[src/adc_ctrl_consts.vh]
// Overview of operation
// writing 1 to conversion_go starts a conversion, restarting any conversion under way
// conversion_go reads 1 while busy, hardware clears it, writing 0 does nothing
// single mode delivers one result after 5129 system clock cycles
// repeat mode refreshes the result registers every 256 system clock cycles
// reference level {hi,lo}: 00 external, 01 1.0 V, 10 2.0 V, 11 reserved
// ref_pin_drive 1 buffers internal reference onto the pin, 0 frees the pin
// single-ended codes 0-7 route inputs, C grounds amplifier, E temperature, F offset
// differential codes 0-A pick fixed pairs, F offset calibration, B-E reserved
// a reserved input code opens every analog input switch
// front_end_mode 000,001,100,101,111 valid; 010,011,110 reserved
// alarm flags set only by hardware, cleared by writing 1, 0 leaves them
// alarm enable 0 blocks its interrupt but the flag still sets
// 11-bit two's complement result: top eight bits high register, three bits low
// reading the high register latches the matching low bits for the next read
// repeat mode holds the latest result; single-shot result invalid while converting
// filter_overflow in the low register reports overflow for the current sample
// top eight bits above upper_limit (reset FF) raise the upper alarm
// threshold alarms are inactive in differential modes
// both result registers are read-only and undefined after reset
// completion interrupt only when converter enabled and both alarms disabled
// top eight bits below lower_limit raise the lower alarm
// offset calibration shorts the differential converter inputs together
// thresholds checked once per result, flags set on the cycle the result is written
// all sources share one request line, not cleared when the converter is disabled
`ifndef ADC_CTRL_CONSTS_VH
`define ADC_CTRL_CONSTS_VH

// ----------------------------------------------------------------
// register indices (byte address is four times the index)
// ----------------------------------------------------------------
`define IDX_W            14
`define IDX_CONTROL_ZERO 14'h0F70
`define IDX_CONTROL_ONE  14'h0F71
`define IDX_RESULT_HIGH  14'h0F72
`define IDX_RESULT_LOW   14'h0F73
`define IDX_HIGH_THRESH  14'h0F74

`define RSEL_CTL0   3'h0
`define RSEL_CTL1   3'h1
`define RSEL_RHI    3'h2
`define RSEL_RLO    3'h3
`define RSEL_UPLIM  3'h4
`define RSEL_NONE   3'h7

// ----------------------------------------------------------------
// reset values
// ----------------------------------------------------------------
`define CTL0_RST    8'h00
`define CTL1_RST    8'h80
`define UPLIM_RST   8'hFF

// ----------------------------------------------------------------
// field positions
// ----------------------------------------------------------------
`define C0_GO       7
`define C0_REF_LO   6
`define C0_REF_PIN  5
`define C0_REPEAT   4
`define C0_SEL_MSB  3
`define C0_SEL_LSB  0
`define C1_REF_HI   7
`define C1_UFLAG    6
`define C1_LFLAG    5
`define C1_UEN      4
`define C1_LEN      3
`define C1_MODE_MSB 2
`define C1_MODE_LSB 0
`define RLO_DATA_MSB 7
`define RLO_DATA_LSB 5
`define RLO_OVF     0

// ----------------------------------------------------------------
// encodings
// ----------------------------------------------------------------
`define REF_EXT     2'h0
`define REF_1V0     2'h1
`define REF_2V0     2'h2
`define REF_RSVD    2'h3

`define MODE_SE_UNBUF   3'h0
`define MODE_SE_BUF     3'h1
`define MODE_DF_UNBUF   3'h4
`define MODE_DF_BUF     3'h5
`define MODE_DF_GAIN20  3'h7

`define SEL_SE_LAST 4'h7
`define SEL_DF_LAST 4'hA
`define SEL_TIA_GND 4'hC
`define SEL_TEMP    4'hE
`define SEL_OFFCAL  4'hF

// ----------------------------------------------------------------
// timing in system clock cycles
// ----------------------------------------------------------------
`define SINGLE_CONV_CYCLES 13'h1409
`define REPEAT_CONV_CYCLES 13'h0100
`define CONV_CNT_W         13

`endif

[src/adc_wb_slave.v]
`timescale 1ns/10ps
`default_nettype none
`include "adc_ctrl_consts.vh"

module adc_wb_slave (
  input  wire                 sys_clk_in,
  input  wire                 sys_rst_in,
  input  wire                 ce_in,
  input  wire                 wb_cyc_in,
  input  wire                 wb_stb_in,
  input  wire                 wb_we_in,
  input  wire [15:0]          wb_adr_in,
  input  wire [3:0]           wb_sel_in,
  input  wire [7:0]           rdata_in,
  output wire [`IDX_W-1:0]    index_out,
  output wire                 wr_commit_out,
  output wire                 rd_commit_out,
  output wire [31:0]          wb_dat_out,
  output wire                 wb_ack_out
);

  reg        ack_ff;
  reg [7:0]  dat_ff;
  wire       request;

  // ----------------------------------------------------------------
  // classic cycle: ack one cycle after the request, dropped the next
  // ----------------------------------------------------------------
  assign request       = wb_cyc_in & wb_stb_in;
  assign index_out     = wb_adr_in[15:2];
  assign wr_commit_out = request & ack_ff & wb_we_in & wb_sel_in[0] & ce_in;
  assign rd_commit_out = request & ack_ff & ~wb_we_in & ce_in;
  assign wb_dat_out    = {24'h000000, dat_ff};
  assign wb_ack_out    = ack_ff;

  always @(posedge sys_clk_in) begin
    if (sys_rst_in) begin
      ack_ff <= 1'b0;
      dat_ff <= 8'h00;
    end else if (ce_in) begin
      ack_ff <= request & ~ack_ff;
      if (request & ~ack_ff) begin
        dat_ff <= rdata_in;
      end
    end
  end

endmodule
`default_nettype wire

[src/adc_conv_timer.v]
`timescale 1ns/10ps
`default_nettype none
`include "adc_ctrl_consts.vh"

module adc_conv_timer #(
  parameter [`CONV_CNT_W-1:0] SINGLE_CYCLES = `SINGLE_CONV_CYCLES,
  parameter [`CONV_CNT_W-1:0] REPEAT_CYCLES = `REPEAT_CONV_CYCLES
) (
  input  wire sys_clk_in,
  input  wire sys_rst_in,
  input  wire ce_in,
  input  wire start_in,
  input  wire repeat_in,
  output wire busy_out,
  output wire done_out
);

  reg  [`CONV_CNT_W-1:0] cnt_ff;
  reg                    busy_ff;
  reg                    done_ff;
  wire [`CONV_CNT_W-1:0] last;

  assign last     = (repeat_in ? REPEAT_CYCLES : SINGLE_CYCLES) - 1'b1;
  assign busy_out = busy_ff;
  assign done_out = done_ff;

  // ----------------------------------------------------------------
  // conversion sequencer
  // ----------------------------------------------------------------
  always @(posedge sys_clk_in) begin
    if (sys_rst_in) begin
      cnt_ff  <= {`CONV_CNT_W{1'b0}};
      busy_ff <= 1'b0;
      done_ff <= 1'b0;
    end else if (ce_in) begin
      done_ff <= 1'b0;
      if (start_in) begin
        cnt_ff  <= {`CONV_CNT_W{1'b0}};
        busy_ff <= 1'b1;
      end else if (busy_ff) begin
        if (cnt_ff >= last) begin
          cnt_ff  <= {`CONV_CNT_W{1'b0}};
          done_ff <= 1'b1;
          busy_ff <= repeat_in;
        end else begin
          cnt_ff <= cnt_ff + 1'b1;
        end
      end
    end
  end

endmodule
`default_nettype wire

[src/adc_control_status_regs.v]
// The Wishbone interface to the registers was chosen for this implementation.
`timescale 1ns/10ps
`default_nettype none
`include "adc_ctrl_consts.vh"

module adc_control_status_regs #(
  parameter [`CONV_CNT_W-1:0] SINGLE_CYCLES = `SINGLE_CONV_CYCLES
) (
  input  wire        sys_clk_in,
  input  wire        sys_rst_in,
  input  wire        ce_in,
  input  wire        wb_cyc_in,
  input  wire        wb_stb_in,
  input  wire        wb_we_in,
  input  wire [15:0] wb_adr_in,
  input  wire [3:0]  wb_sel_in,
  input  wire [31:0] wb_dat_in,
  output wire [31:0] wb_dat_out,
  output wire        wb_ack_out,
  input  wire [10:0] conv_sample_in,
  input  wire        conv_ovf_in,
  input  wire [7:0]  lower_limit_in,
  input  wire        adc_enable_in,
  input  wire        irq_ack_in,
  output wire        conv_start_out,
  output wire        conv_busy_out,
  output wire        result_strobe_out,
  output reg  [1:0]  ref_level_out,
  output reg         ref_internal_on_out,
  output reg         ref_pin_drive_out,
  output reg  [2:0]  front_end_mode_out,
  output reg         diff_mode_out,
  output reg         unity_buffer_on_out,
  output reg         gain20_on_out,
  output reg  [3:0]  input_select_out,
  output reg         input_switches_on_out,
  output reg         offset_short_out,
  output reg         tia_ground_out,
  output reg         temp_sensor_sel_out,
  output wire        irq_out
);

  // ----------------------------------------------------------------
  // helper functions
  // ----------------------------------------------------------------
  function [2:0] reg_select;
    input [`IDX_W-1:0] idx;
    begin
      case (idx)
        `IDX_CONTROL_ZERO: reg_select = `RSEL_CTL0;
        `IDX_CONTROL_ONE:  reg_select = `RSEL_CTL1;
        `IDX_RESULT_HIGH:  reg_select = `RSEL_RHI;
        `IDX_RESULT_LOW:   reg_select = `RSEL_RLO;
        `IDX_HIGH_THRESH:  reg_select = `RSEL_UPLIM;
        default:           reg_select = `RSEL_NONE;
      endcase
    end
  endfunction

  function mode_is_diff;
    input [2:0] mode;
    begin
      mode_is_diff = mode[2];
    end
  endfunction

  function mode_reserved;
    input [2:0] mode;
    begin
      case (mode)
        `MODE_SE_UNBUF, `MODE_SE_BUF, `MODE_DF_UNBUF,
        `MODE_DF_BUF, `MODE_DF_GAIN20: mode_reserved = 1'b0;
        default:                       mode_reserved = 1'b1;
      endcase
    end
  endfunction

  function sel_reserved;
    input [3:0] sel;
    input [2:0] mode;
    begin
      if (mode_is_diff(mode)) begin
        sel_reserved = (sel > `SEL_DF_LAST) && (sel != `SEL_OFFCAL);
      end else begin
        sel_reserved = (sel > `SEL_SE_LAST) && (sel != `SEL_TIA_GND) &&
                       (sel != `SEL_TEMP) && (sel != `SEL_OFFCAL);
      end
    end
  endfunction

  // ----------------------------------------------------------------
  // bus slave
  // ----------------------------------------------------------------
  wire [`IDX_W-1:0] index;
  wire              wr_commit;
  wire              rd_commit;
  reg  [7:0]        rdata;

  adc_wb_slave u_bus (
    .sys_clk_in    (sys_clk_in),
    .sys_rst_in    (sys_rst_in),
    .ce_in         (ce_in),
    .wb_cyc_in     (wb_cyc_in),
    .wb_stb_in     (wb_stb_in),
    .wb_we_in      (wb_we_in),
    .wb_adr_in     (wb_adr_in),
    .wb_sel_in     (wb_sel_in),
    .rdata_in      (rdata),
    .index_out     (index),
    .wr_commit_out (wr_commit),
    .rd_commit_out (rd_commit),
    .wb_dat_out    (wb_dat_out),
    .wb_ack_out    (wb_ack_out)
  );

  wire [2:0] rsel;
  wire [7:0] wdata;
  wire       wr_ctl0;
  wire       wr_ctl1;
  wire       wr_uplim;
  wire       rd_high;

  assign rsel     = reg_select(index);
  assign wdata    = wb_dat_in[7:0];
  assign wr_ctl0  = wr_commit & (rsel == `RSEL_CTL0);
  assign wr_ctl1  = wr_commit & (rsel == `RSEL_CTL1);
  assign wr_uplim = wr_commit & (rsel == `RSEL_UPLIM);
  assign rd_high  = rd_commit & (rsel == `RSEL_RHI);

  // ----------------------------------------------------------------
  // control registers
  // ----------------------------------------------------------------
  reg       ref_lo_ff;
  reg       ref_pin_ff;
  reg       repeat_ff;
  reg [3:0] sel_ff;
  reg       ref_hi_ff;
  reg       uflag_ff;
  reg       lflag_ff;
  reg       uen_ff;
  reg       len_ff;
  reg [2:0] mode_ff;
  reg [7:0] upper_limit_ff;

  wire      start_req;
  wire      busy;
  wire      done;
  wire      upper_hit;
  wire      lower_hit;

  assign start_req      = wr_ctl0 & wdata[`C0_GO];
  assign conv_start_out = start_req;
  assign conv_busy_out  = busy;

  always @(posedge sys_clk_in) begin
    if (sys_rst_in) begin
      ref_lo_ff      <= 1'b0;
      ref_pin_ff     <= 1'b0;
      repeat_ff      <= 1'b0;
      sel_ff         <= 4'h0;
      ref_hi_ff      <= 1'b1;
      uen_ff         <= 1'b0;
      len_ff         <= 1'b0;
      mode_ff        <= 3'h0;
      upper_limit_ff <= `UPLIM_RST;
    end else if (ce_in) begin
      if (wr_ctl0) begin
        ref_lo_ff  <= wdata[`C0_REF_LO];
        ref_pin_ff <= wdata[`C0_REF_PIN];
        repeat_ff  <= wdata[`C0_REPEAT];
        sel_ff     <= wdata[`C0_SEL_MSB:`C0_SEL_LSB];
      end
      if (wr_ctl1) begin
        ref_hi_ff <= wdata[`C1_REF_HI];
        uen_ff    <= wdata[`C1_UEN];
        len_ff    <= wdata[`C1_LEN];
        mode_ff   <= wdata[`C1_MODE_MSB:`C1_MODE_LSB];
      end
      if (wr_uplim) begin
        upper_limit_ff <= wdata;
      end
    end
  end

  // ----------------------------------------------------------------
  // alarm flags: hardware set wins over a write-one clear
  // ----------------------------------------------------------------
  always @(posedge sys_clk_in) begin
    if (sys_rst_in) begin
      uflag_ff <= 1'b0;
      lflag_ff <= 1'b0;
    end else if (ce_in) begin
      if (upper_hit) begin
        uflag_ff <= 1'b1;
      end else if (wr_ctl1 & wdata[`C1_UFLAG]) begin
        uflag_ff <= 1'b0;
      end
      if (lower_hit) begin
        lflag_ff <= 1'b1;
      end else if (wr_ctl1 & wdata[`C1_LFLAG]) begin
        lflag_ff <= 1'b0;
      end
    end
  end

  // ----------------------------------------------------------------
  // conversion sequencer
  // ----------------------------------------------------------------
  adc_conv_timer #(
    .SINGLE_CYCLES (SINGLE_CYCLES)
  ) u_timer (
    .sys_clk_in (sys_clk_in),
    .sys_rst_in (sys_rst_in),
    .ce_in      (ce_in),
    .start_in   (start_req),
    .repeat_in  (repeat_ff),
    .busy_out   (busy),
    .done_out   (done)
  );

  assign result_strobe_out = done;

  // ----------------------------------------------------------------
  // result registers, no reset: high undefined until first result, low until the first high read after it
  // ----------------------------------------------------------------
  reg [7:0] res_hi_ff;
  reg [2:0] res_lo_ff;
  reg       res_ovf_ff;
  reg [2:0] lo_view_ff;
  reg       ovf_view_ff;

  always @(posedge sys_clk_in) begin
    if (ce_in) begin
      if (done) begin
        res_hi_ff  <= conv_sample_in[10:3];
        res_lo_ff  <= conv_sample_in[2:0];
        res_ovf_ff <= conv_ovf_in;
      end
      if (rd_high) begin
        lo_view_ff  <= res_lo_ff;
        ovf_view_ff <= res_ovf_ff;
      end
    end
  end

  // ----------------------------------------------------------------
  // threshold compare on each new result, single-ended only
  // ----------------------------------------------------------------
  wire [7:0] new_top;
  wire       alarm_live;

  assign new_top    = conv_sample_in[10:3];
  assign alarm_live = done & ~mode_is_diff(mode_ff);
  assign upper_hit  = alarm_live & (new_top > upper_limit_ff);
  assign lower_hit  = alarm_live & (new_top < lower_limit_in);

  // ----------------------------------------------------------------
  // shared interrupt request
  // ----------------------------------------------------------------
  reg  irq_ff;
  wire irq_event;

  assign irq_event = adc_enable_in &
                     ((upper_hit & uen_ff) | (lower_hit & len_ff) |
                      (done & ~uen_ff & ~len_ff));
  assign irq_out   = irq_ff;

  always @(posedge sys_clk_in) begin
    if (sys_rst_in) begin
      irq_ff <= 1'b0;
    end else if (ce_in) begin
      if (irq_event) begin
        irq_ff <= 1'b1;
      end else if (irq_ack_in) begin
        irq_ff <= 1'b0;
      end
    end
  end

  // ----------------------------------------------------------------
  // read data mux, reserved bits read zero
  // ----------------------------------------------------------------
  always @* begin
    rdata = 8'h00;
    case (rsel)
      `RSEL_CTL0: begin
        rdata[`C0_GO]                  = busy;
        rdata[`C0_REF_LO]              = ref_lo_ff;
        rdata[`C0_REF_PIN]             = ref_pin_ff;
        rdata[`C0_REPEAT]              = repeat_ff;
        rdata[`C0_SEL_MSB:`C0_SEL_LSB] = sel_ff;
      end
      `RSEL_CTL1: begin
        rdata[`C1_REF_HI]                = ref_hi_ff;
        rdata[`C1_UFLAG]                 = uflag_ff;
        rdata[`C1_LFLAG]                 = lflag_ff;
        rdata[`C1_UEN]                   = uen_ff;
        rdata[`C1_LEN]                   = len_ff;
        rdata[`C1_MODE_MSB:`C1_MODE_LSB] = mode_ff;
      end
      `RSEL_RHI: begin
        rdata = res_hi_ff;
      end
      `RSEL_RLO: begin
        rdata[`RLO_DATA_MSB:`RLO_DATA_LSB] = lo_view_ff;
        rdata[`RLO_OVF]                    = ovf_view_ff;
      end
      `RSEL_UPLIM: begin
        rdata = upper_limit_ff;
      end
      default: begin
        rdata = 8'h00;
      end
    endcase
  end

  // ----------------------------------------------------------------
  // analog front-end controls, registered
  // ----------------------------------------------------------------
  wire [1:0] ref_level;
  wire       path_open;

  assign ref_level = {ref_hi_ff, ref_lo_ff};
  assign path_open = sel_reserved(sel_ff, mode_ff) | mode_reserved(mode_ff);

  always @(posedge sys_clk_in) begin
    if (sys_rst_in) begin
      ref_level_out         <= `REF_2V0;
      ref_internal_on_out   <= 1'b1;
      ref_pin_drive_out     <= 1'b0;
      front_end_mode_out    <= `MODE_SE_UNBUF;
      diff_mode_out         <= 1'b0;
      unity_buffer_on_out   <= 1'b0;
      gain20_on_out         <= 1'b0;
      input_select_out      <= 4'h0;
      input_switches_on_out <= 1'b0;
      offset_short_out      <= 1'b0;
      tia_ground_out        <= 1'b0;
      temp_sensor_sel_out   <= 1'b0;
    end else if (ce_in) begin
      ref_level_out         <= ref_level;
      ref_internal_on_out   <= (ref_level == `REF_1V0) | (ref_level == `REF_2V0);
      ref_pin_drive_out     <= ref_pin_ff;
      front_end_mode_out    <= mode_ff;
      diff_mode_out         <= mode_is_diff(mode_ff) & ~mode_reserved(mode_ff);
      unity_buffer_on_out   <= (mode_ff == `MODE_SE_BUF) | (mode_ff == `MODE_DF_BUF);
      gain20_on_out         <= (mode_ff == `MODE_DF_GAIN20);
      input_select_out      <= sel_ff;
      input_switches_on_out <= ~path_open;
      offset_short_out      <= ~path_open & (sel_ff == `SEL_OFFCAL);
      tia_ground_out        <= ~path_open & ~mode_is_diff(mode_ff) &
                               (sel_ff == `SEL_TIA_GND);
      temp_sensor_sel_out   <= ~path_open & ~mode_is_diff(mode_ff) &
                               (sel_ff == `SEL_TEMP);
    end
  end

endmodule
`default_nettype wire

[config.mk]
export PLATFORM = sky130hd
export DESIGN_NAME = adc_control_status_regs
export DESIGN_NICKNAME = d
export VERILOG_FILES = /design/src/adc_wb_slave.v /design/src/adc_conv_timer.v /design/src/adc_control_status_regs.v
export VERILOG_INCLUDE_DIRS = /design/src /design/src/src
export SDC_FILE = /design/constraint.sdc
export NUM_CORES = 1
export LEC_CHECK = 0
export ABC_AREA = 1
export BUFFER_PORTS_ARGS = -buffer_cell sky130_fd_sc_hd__buf_2
export CAP_MARGIN = 20
export CORE_UTILIZATION = 45
export CTS_CLUSTER_SIZE = 16
export DETAILED_ROUTE_END_ITERATION = 7
export PLACE_DENSITY = 0.68
export SYNTH_ARGS = -nofsm -noshare
export SYNTH_HDL_FRONTEND = slang
export SYNTH_SLANG_ARGS = --single-unit
[constraint.sdc]
create_clock -name sys_clk_in -period 2.6 [get_ports sys_clk_in]
set_clock_uncertainty 0.2 [all_clocks]
set_input_delay 0.39 -clock sys_clk_in [delete_from_list [all_inputs] [get_ports sys_clk_in]]
set_output_delay 0.39 -clock sys_clk_in [all_outputs]
set_load 0.02 [all_outputs]
### Yosys cells after proc, flatten, opt, wreduce, memory -nomap -nowiden

Index checks and enable logic that the tools add are counted.

* equal/unequal tests: 21
* add/sub/neg operators: 2
* divide/modulo/power cells: 0
* bitwise operators: 40
* reductions and logical operators: 21
* shift operators: 0
* order comparisons: 5
* muxes and demuxes: 24
* $mul: 0

Operator list (number)
* $eq A14 B12 Y1 const B: 5
* $mux W13: 4
* $pmux W3 S5: 2
* $and A1 B1 Y1: 28
* $reduce_and A2 Y1: 10
* $mux W1: 16
* $pmux W4 S4: 1
* $add A13 B1 Y13 const B: 1
* $ge A13 B13 Y1: 1
* $sub A13 B1 Y13 const B: 1
* $eq A3 B3 Y1 const B: 4
* $eq A4 B4 Y1 const B: 3
* $ne A4 B4 Y1 const B: 3
* $gt A8 B8 Y1: 1
* $lt A8 B8 Y1: 1
* $reduce_bool A2 Y1: 4
* $not A1 Y1: 7
* $eq A3 B1 Y1 const B: 2
* $eq A3 B2 Y1 const B: 2
* $logic_not A3 Y1: 2
* $or A1 B1 Y1: 5
* $pmux W1 S5: 1
* $reduce_or A5 Y1: 1
* $gt A4 B3 Y1 const B: 1
* 4 further kinds: 7

* output and inout port bits: 55
* memories kept: 0
* bits in registers: 82
* memory bits (read-only): 0
* bits in latches: 0
* memory bits (writable): 0

### Logic depth before layout (Yosys ltp)

* word-level depth: 9
* mapped depth: 15
* depth with buffers taken out: 15

### Hierarchy

A second synthesis with hierarchy kept.

* cells, all modules: 681
* area, all modules: 4802.1 um^2

Modules (own cells, without submodules)
* adc_control_status_regs: area each 2917.8 um^2, instances 1, sequential area each 1321.3 um^2, cells an instance 388
* adc_conv_timer: area each 1146.1 um^2, instances 1, sequential area each 300.3 um^2, cells an instance 190
* adc_wb_slave: area each 738.2 um^2, instances 1, sequential area each 180.2 um^2, cells an instance 103

### Least setup slack after synthesis

No wires, ideal clock.

* kind: register to register
* start point: register repeat_ff
* end point: register u_timer.cnt_ff[3]
* data required time: 2.336 ns
* buffers on the path: 0
* arrival time: 1.720 ns
* stages on the path, launching flop included: 14
* setup slack: 0.616 ns
* path through: dfxtp_1 inv_1 ha_1 nand2_1 inv_1 nand2_1 nand2_1 o21bai_1 nand3_2 nand2_1 inv_1 nor2_2 inv_1 nor2_1

* cells in the longest elaborated chain, start to end: 6

Ends and longest elaborated chain
* start: declaration: line adc_control_status_regs.v:135 `reg repeat_ff;`
* start signal: assignment: line adc_control_status_regs.v:170 `` repeat_ff <= wdata[`C0_REPEAT]; ``
* $mux W13: line adc_conv_timer.v:23 `assign last = (repeat_in ? REPEAT_CYCLES : SINGLE_CYCLES) - 1'b1;`
* $sub A13 B1 Y13: line adc_conv_timer.v:23
* $ge A13 B13 Y1: line adc_conv_timer.v:41 `if (cnt_ff >= last) begin`
* $mux W13: line adc_conv_timer.v:41
* $mux W13: line adc_conv_timer.v:40 `end else if (busy_ff) begin`
* $mux W13: line adc_conv_timer.v:37 `if (start_in) begin`
* end signal: assignment: line adc_conv_timer.v:38 `` cnt_ff <= {`CONV_CNT_W{1'b0}}; ``
* end signal: assignment: line adc_conv_timer.v:42 `` cnt_ff <= {`CONV_CNT_W{1'b0}}; ``
* end signal: assignment: line adc_conv_timer.v:46 `cnt_ff <= cnt_ff + 1'b1;`
* end: declaration: line adc_conv_timer.v:18 `` reg [`CONV_CNT_W-1:0] cnt_ff; ``

Every way passes these cells. The select of a mux whose other input is x is not followed.
A chain may end at the register's enable or synchronous reset.

### Worst setup path in the final report

* start point: register repeat_ff
* end point: register u_timer.busy_ff, in the netlist u_timer.busy_out

* cells in the longest elaborated chain, start to end: 6

Ends and longest elaborated chain
* $mux W13: line adc_conv_timer.v:23
* $sub A13 B1 Y13: line adc_conv_timer.v:23
* $ge A13 B13 Y1: line adc_conv_timer.v:41
* $mux W1 *: line adc_conv_timer.v:41
* $mux W1 *: line adc_conv_timer.v:40
* $mux W1 *: line adc_conv_timer.v:37
* end signal: assignment: line adc_conv_timer.v:44 `busy_ff <= repeat_in;`
* end: declaration: line adc_conv_timer.v:19 `reg busy_ff;`

Mark *: on every way between the ends. The rest lies on a longest branch, timed or not.

==> run metrics <==
Slew Viols, Final 0; Worst path slowest cell dfxtp_1; Remaining Overflow, GRT 0; Worst Hold Class in -> reg; Worst Hold Endpoint res_lo_ff[1]$_DFFE_PP_; Distinct cells, synth 35; Clock transition at path regs 0.08 ns; HP Start conv_sample_in[1]; ANT nets after route 0; Final GP Congestion 0.8466; peak supply drop 422.1 uV; ANT cells 0; routed vias 4286; top-count cell post-synth nand2_1; Synth top area share 0.2894; DP Area 0.005079 sq mm; Detailed Place HPWL 8696 microns; crit path DAT 2.27 ns; ranking of synthesized cells by area dfxtp_1 29%, nand2_1 14%, edfxtp_1 11%; crit path cell chain inv_1, ha_1, nand2_1, inv_1, nand2_1, nand2_1, o21bai_1, nand3_2, buf_4, nand3_1, nand2_1, a21oi_1; Post-synth EDFFs 16; most frequent cells after synthesis 168 x nand2_1, 72 x inv_1, 66 x dfxtp_1, 64 x a21oi_1, 55 x nor2_1; Fin. Hold Viols 0; Clock Latency Late Sink 0.36 ns; Final period util 0.8353; most used cell, CP nand2_1; Post-Layout Cell Count 858; ratio of cells with drive above 1 in the final layout 0.1697; Critical Path End Type flip-flop; Core Rows 36; Post-Synthesis Cell Area 0.004566 sq mm; CTS tree done; FF-to-FF End u_timer.busy_out$_SDFFE_PP0P_; Seq/Total Area, Yosys 0.3946; Starting DRT DRC Count 241; Final Power 2.417 mW; worst hold slack 0.007683 ns; initial antenna violation count 0; Setup Viol. Count Final 0; Ys Warns 0; CTS buffer count 9; R2R cell count 12; pre-CTS WS 0.2420 ns; most used flip-flop cell after synthesis dfxtp_1; drt via density 4.995; area leader, netlist dfxtp_1; critical path's largest stage delay 0.32 ns; CP top delay family buffers and inverters; Die W 102.7 microns; Synth Register Bits 82; Placed Cells 842; Initial Util 0.4650; Layout Cell Area excl Fill 0.005271 sq mm; DRT Wirelength 11280 microns; first-pass GRT wire length 18930 microns; # DRC 0; largest net degree at the start of global routing 42; fin crit period 2.172 ns; critical path type reg -> reg; drt wl/cell 13.14 microns; Power Density 458.5 mW/mm^2; syn avg cell area 7.247 sq um; Hold Path Stages 1; Die Span Y 102.7 microns; Worst R2R Setup Slack 0.43 ns; vias in the first global route 4188; TNS Setup 0 ns; max-cap violations 0; Post-layout nets 826; Bufs and invs on worst path 3; Port Buf Inserts 81; Area growth, synth to finish 15.46%; startpoint class of the critical path flip-flop; Clock Sinks 82; I/O pin total 135; post-layout util 0.5368; Worst EP required 2.70 ns; asr flop ratio synth 0; LEAKAGE 2.570 nW; core box area 0.009819 sq mm; peak fanout along the critical path 8; status finished, final reports clean; Setup Buffers After CTS 0; final setup margin 0.4282 ns; gr usage total 0.2325; relative max-transition margin 0.6270; Critical R2R Launch repeat_ff$_SDFFE_PP0P_; Post-Syn Instances 630; CTS HTree Levels 3; Slew @ Worst Pin 0.5589 ns; unrepaired setup endpoints after global routing no; CTS root buf clkbuf_8; CTS max path bufs 2; First-pass DRT Iterations 5; f_max 460.4 MHz; die area 0.01055 sq mm
-- sequential cells by signal, summed over array words and instances, names as in the netlist, 2 cells and up --
name and flops:
input_select_out 4, sel_ff 4, u_bus.dat_ff 8, ref_level_out 2, front_end_mode_out 3, lo_view_ff 3
mode_ff 3, res_hi_ff 8, res_lo_ff 3, u_timer.cnt_ff 13, upper_limit_ff 8
-- cell type report --
cell class / instances / area (sq um)
fill: 1001 / 4548
multi-input combinational: 457 / 2318
sequential: 82 / 1802
timing repair buffer: 96 / 520.5
inverter: 75 / 281.5
tap: 133 / 166.4
clock buffer: 10 / 127.6
clock inverter: 5 / 55.05
-- worst max path at each step --
stage	startpoint	end	depth (start not counted)
finish	repeat_ff$_SDFFE_PP0P_	u_timer.busy_out$_SDFFE_PP0P_	12
global route	repeat_ff$_SDFFE_PP0P_	u_timer.cnt_ff[11]$_SDFFE_PP0P_	13
CTS	repeat_ff$_SDFFE_PP0P_	u_timer.cnt_ff[7]$_SDFFE_PP0P_	13
detailed placement	wb_adr_in[9]	upper_limit_ff[2]$_SDFFE_PP1P_	8
global placement	wb_adr_in[9]	upper_limit_ff[3]$_SDFFE_PP1P_	8
floorplan	repeat_ff$_SDFFE_PP0P_	u_timer.cnt_ff[3]$_SDFFE_PP0P_	13
-- repair_timing --
item / CTS / global route
resized for setup: 0 / 0
hold buffers: 0 / 1
hold endpoints to repair: 0 / 1
-- kinds of logic after synthesis --
family,Yosys count,synth area share
other cells,1,0.0008214
xor+xnor,7,0.01343
compound gates,108,0.1231
flops,82,0.3946
simple gates,293,0.2831
fa+ha+maj,25,0.06851
buf+inv,114,0.1165
-- power breakdown --
group	internal (mW)	leakage [nW]	switching (mW)	total [mW]
sequential	1.30	0.677	0.00325	1.30
clock	0.438	0.0964	0.467	0.905
combinational	0.0680	1.80	0.142	0.210
-- cell usage in the layout, fill, tap and decap left out, drive strengths merged, types with 3 or more instances in the layout --
cell and n:
inv 74, ha 25, dfxtp 66, clkinv 5, nor2 59, xnor2 3, buf 95, o21ai 36
nand4 9, clkbuf 10, nand3 44, a21oi 65, edfxtp 16, nor3 8, xor2 4, conb 24
nand2 172
-- routing by layer --
layer  vias up  wire [microns]  global-route usage  share of wire
li1       2174               -                   -              -
met1      1971            4957              0.2829           0.44
met2       127            5552              0.4103           0.49
met3        14             582             0.04746          0.052
met4         0             183             0.07363          0.016
met5         -               0                   0              0
(Power assumes the default switching activity.)
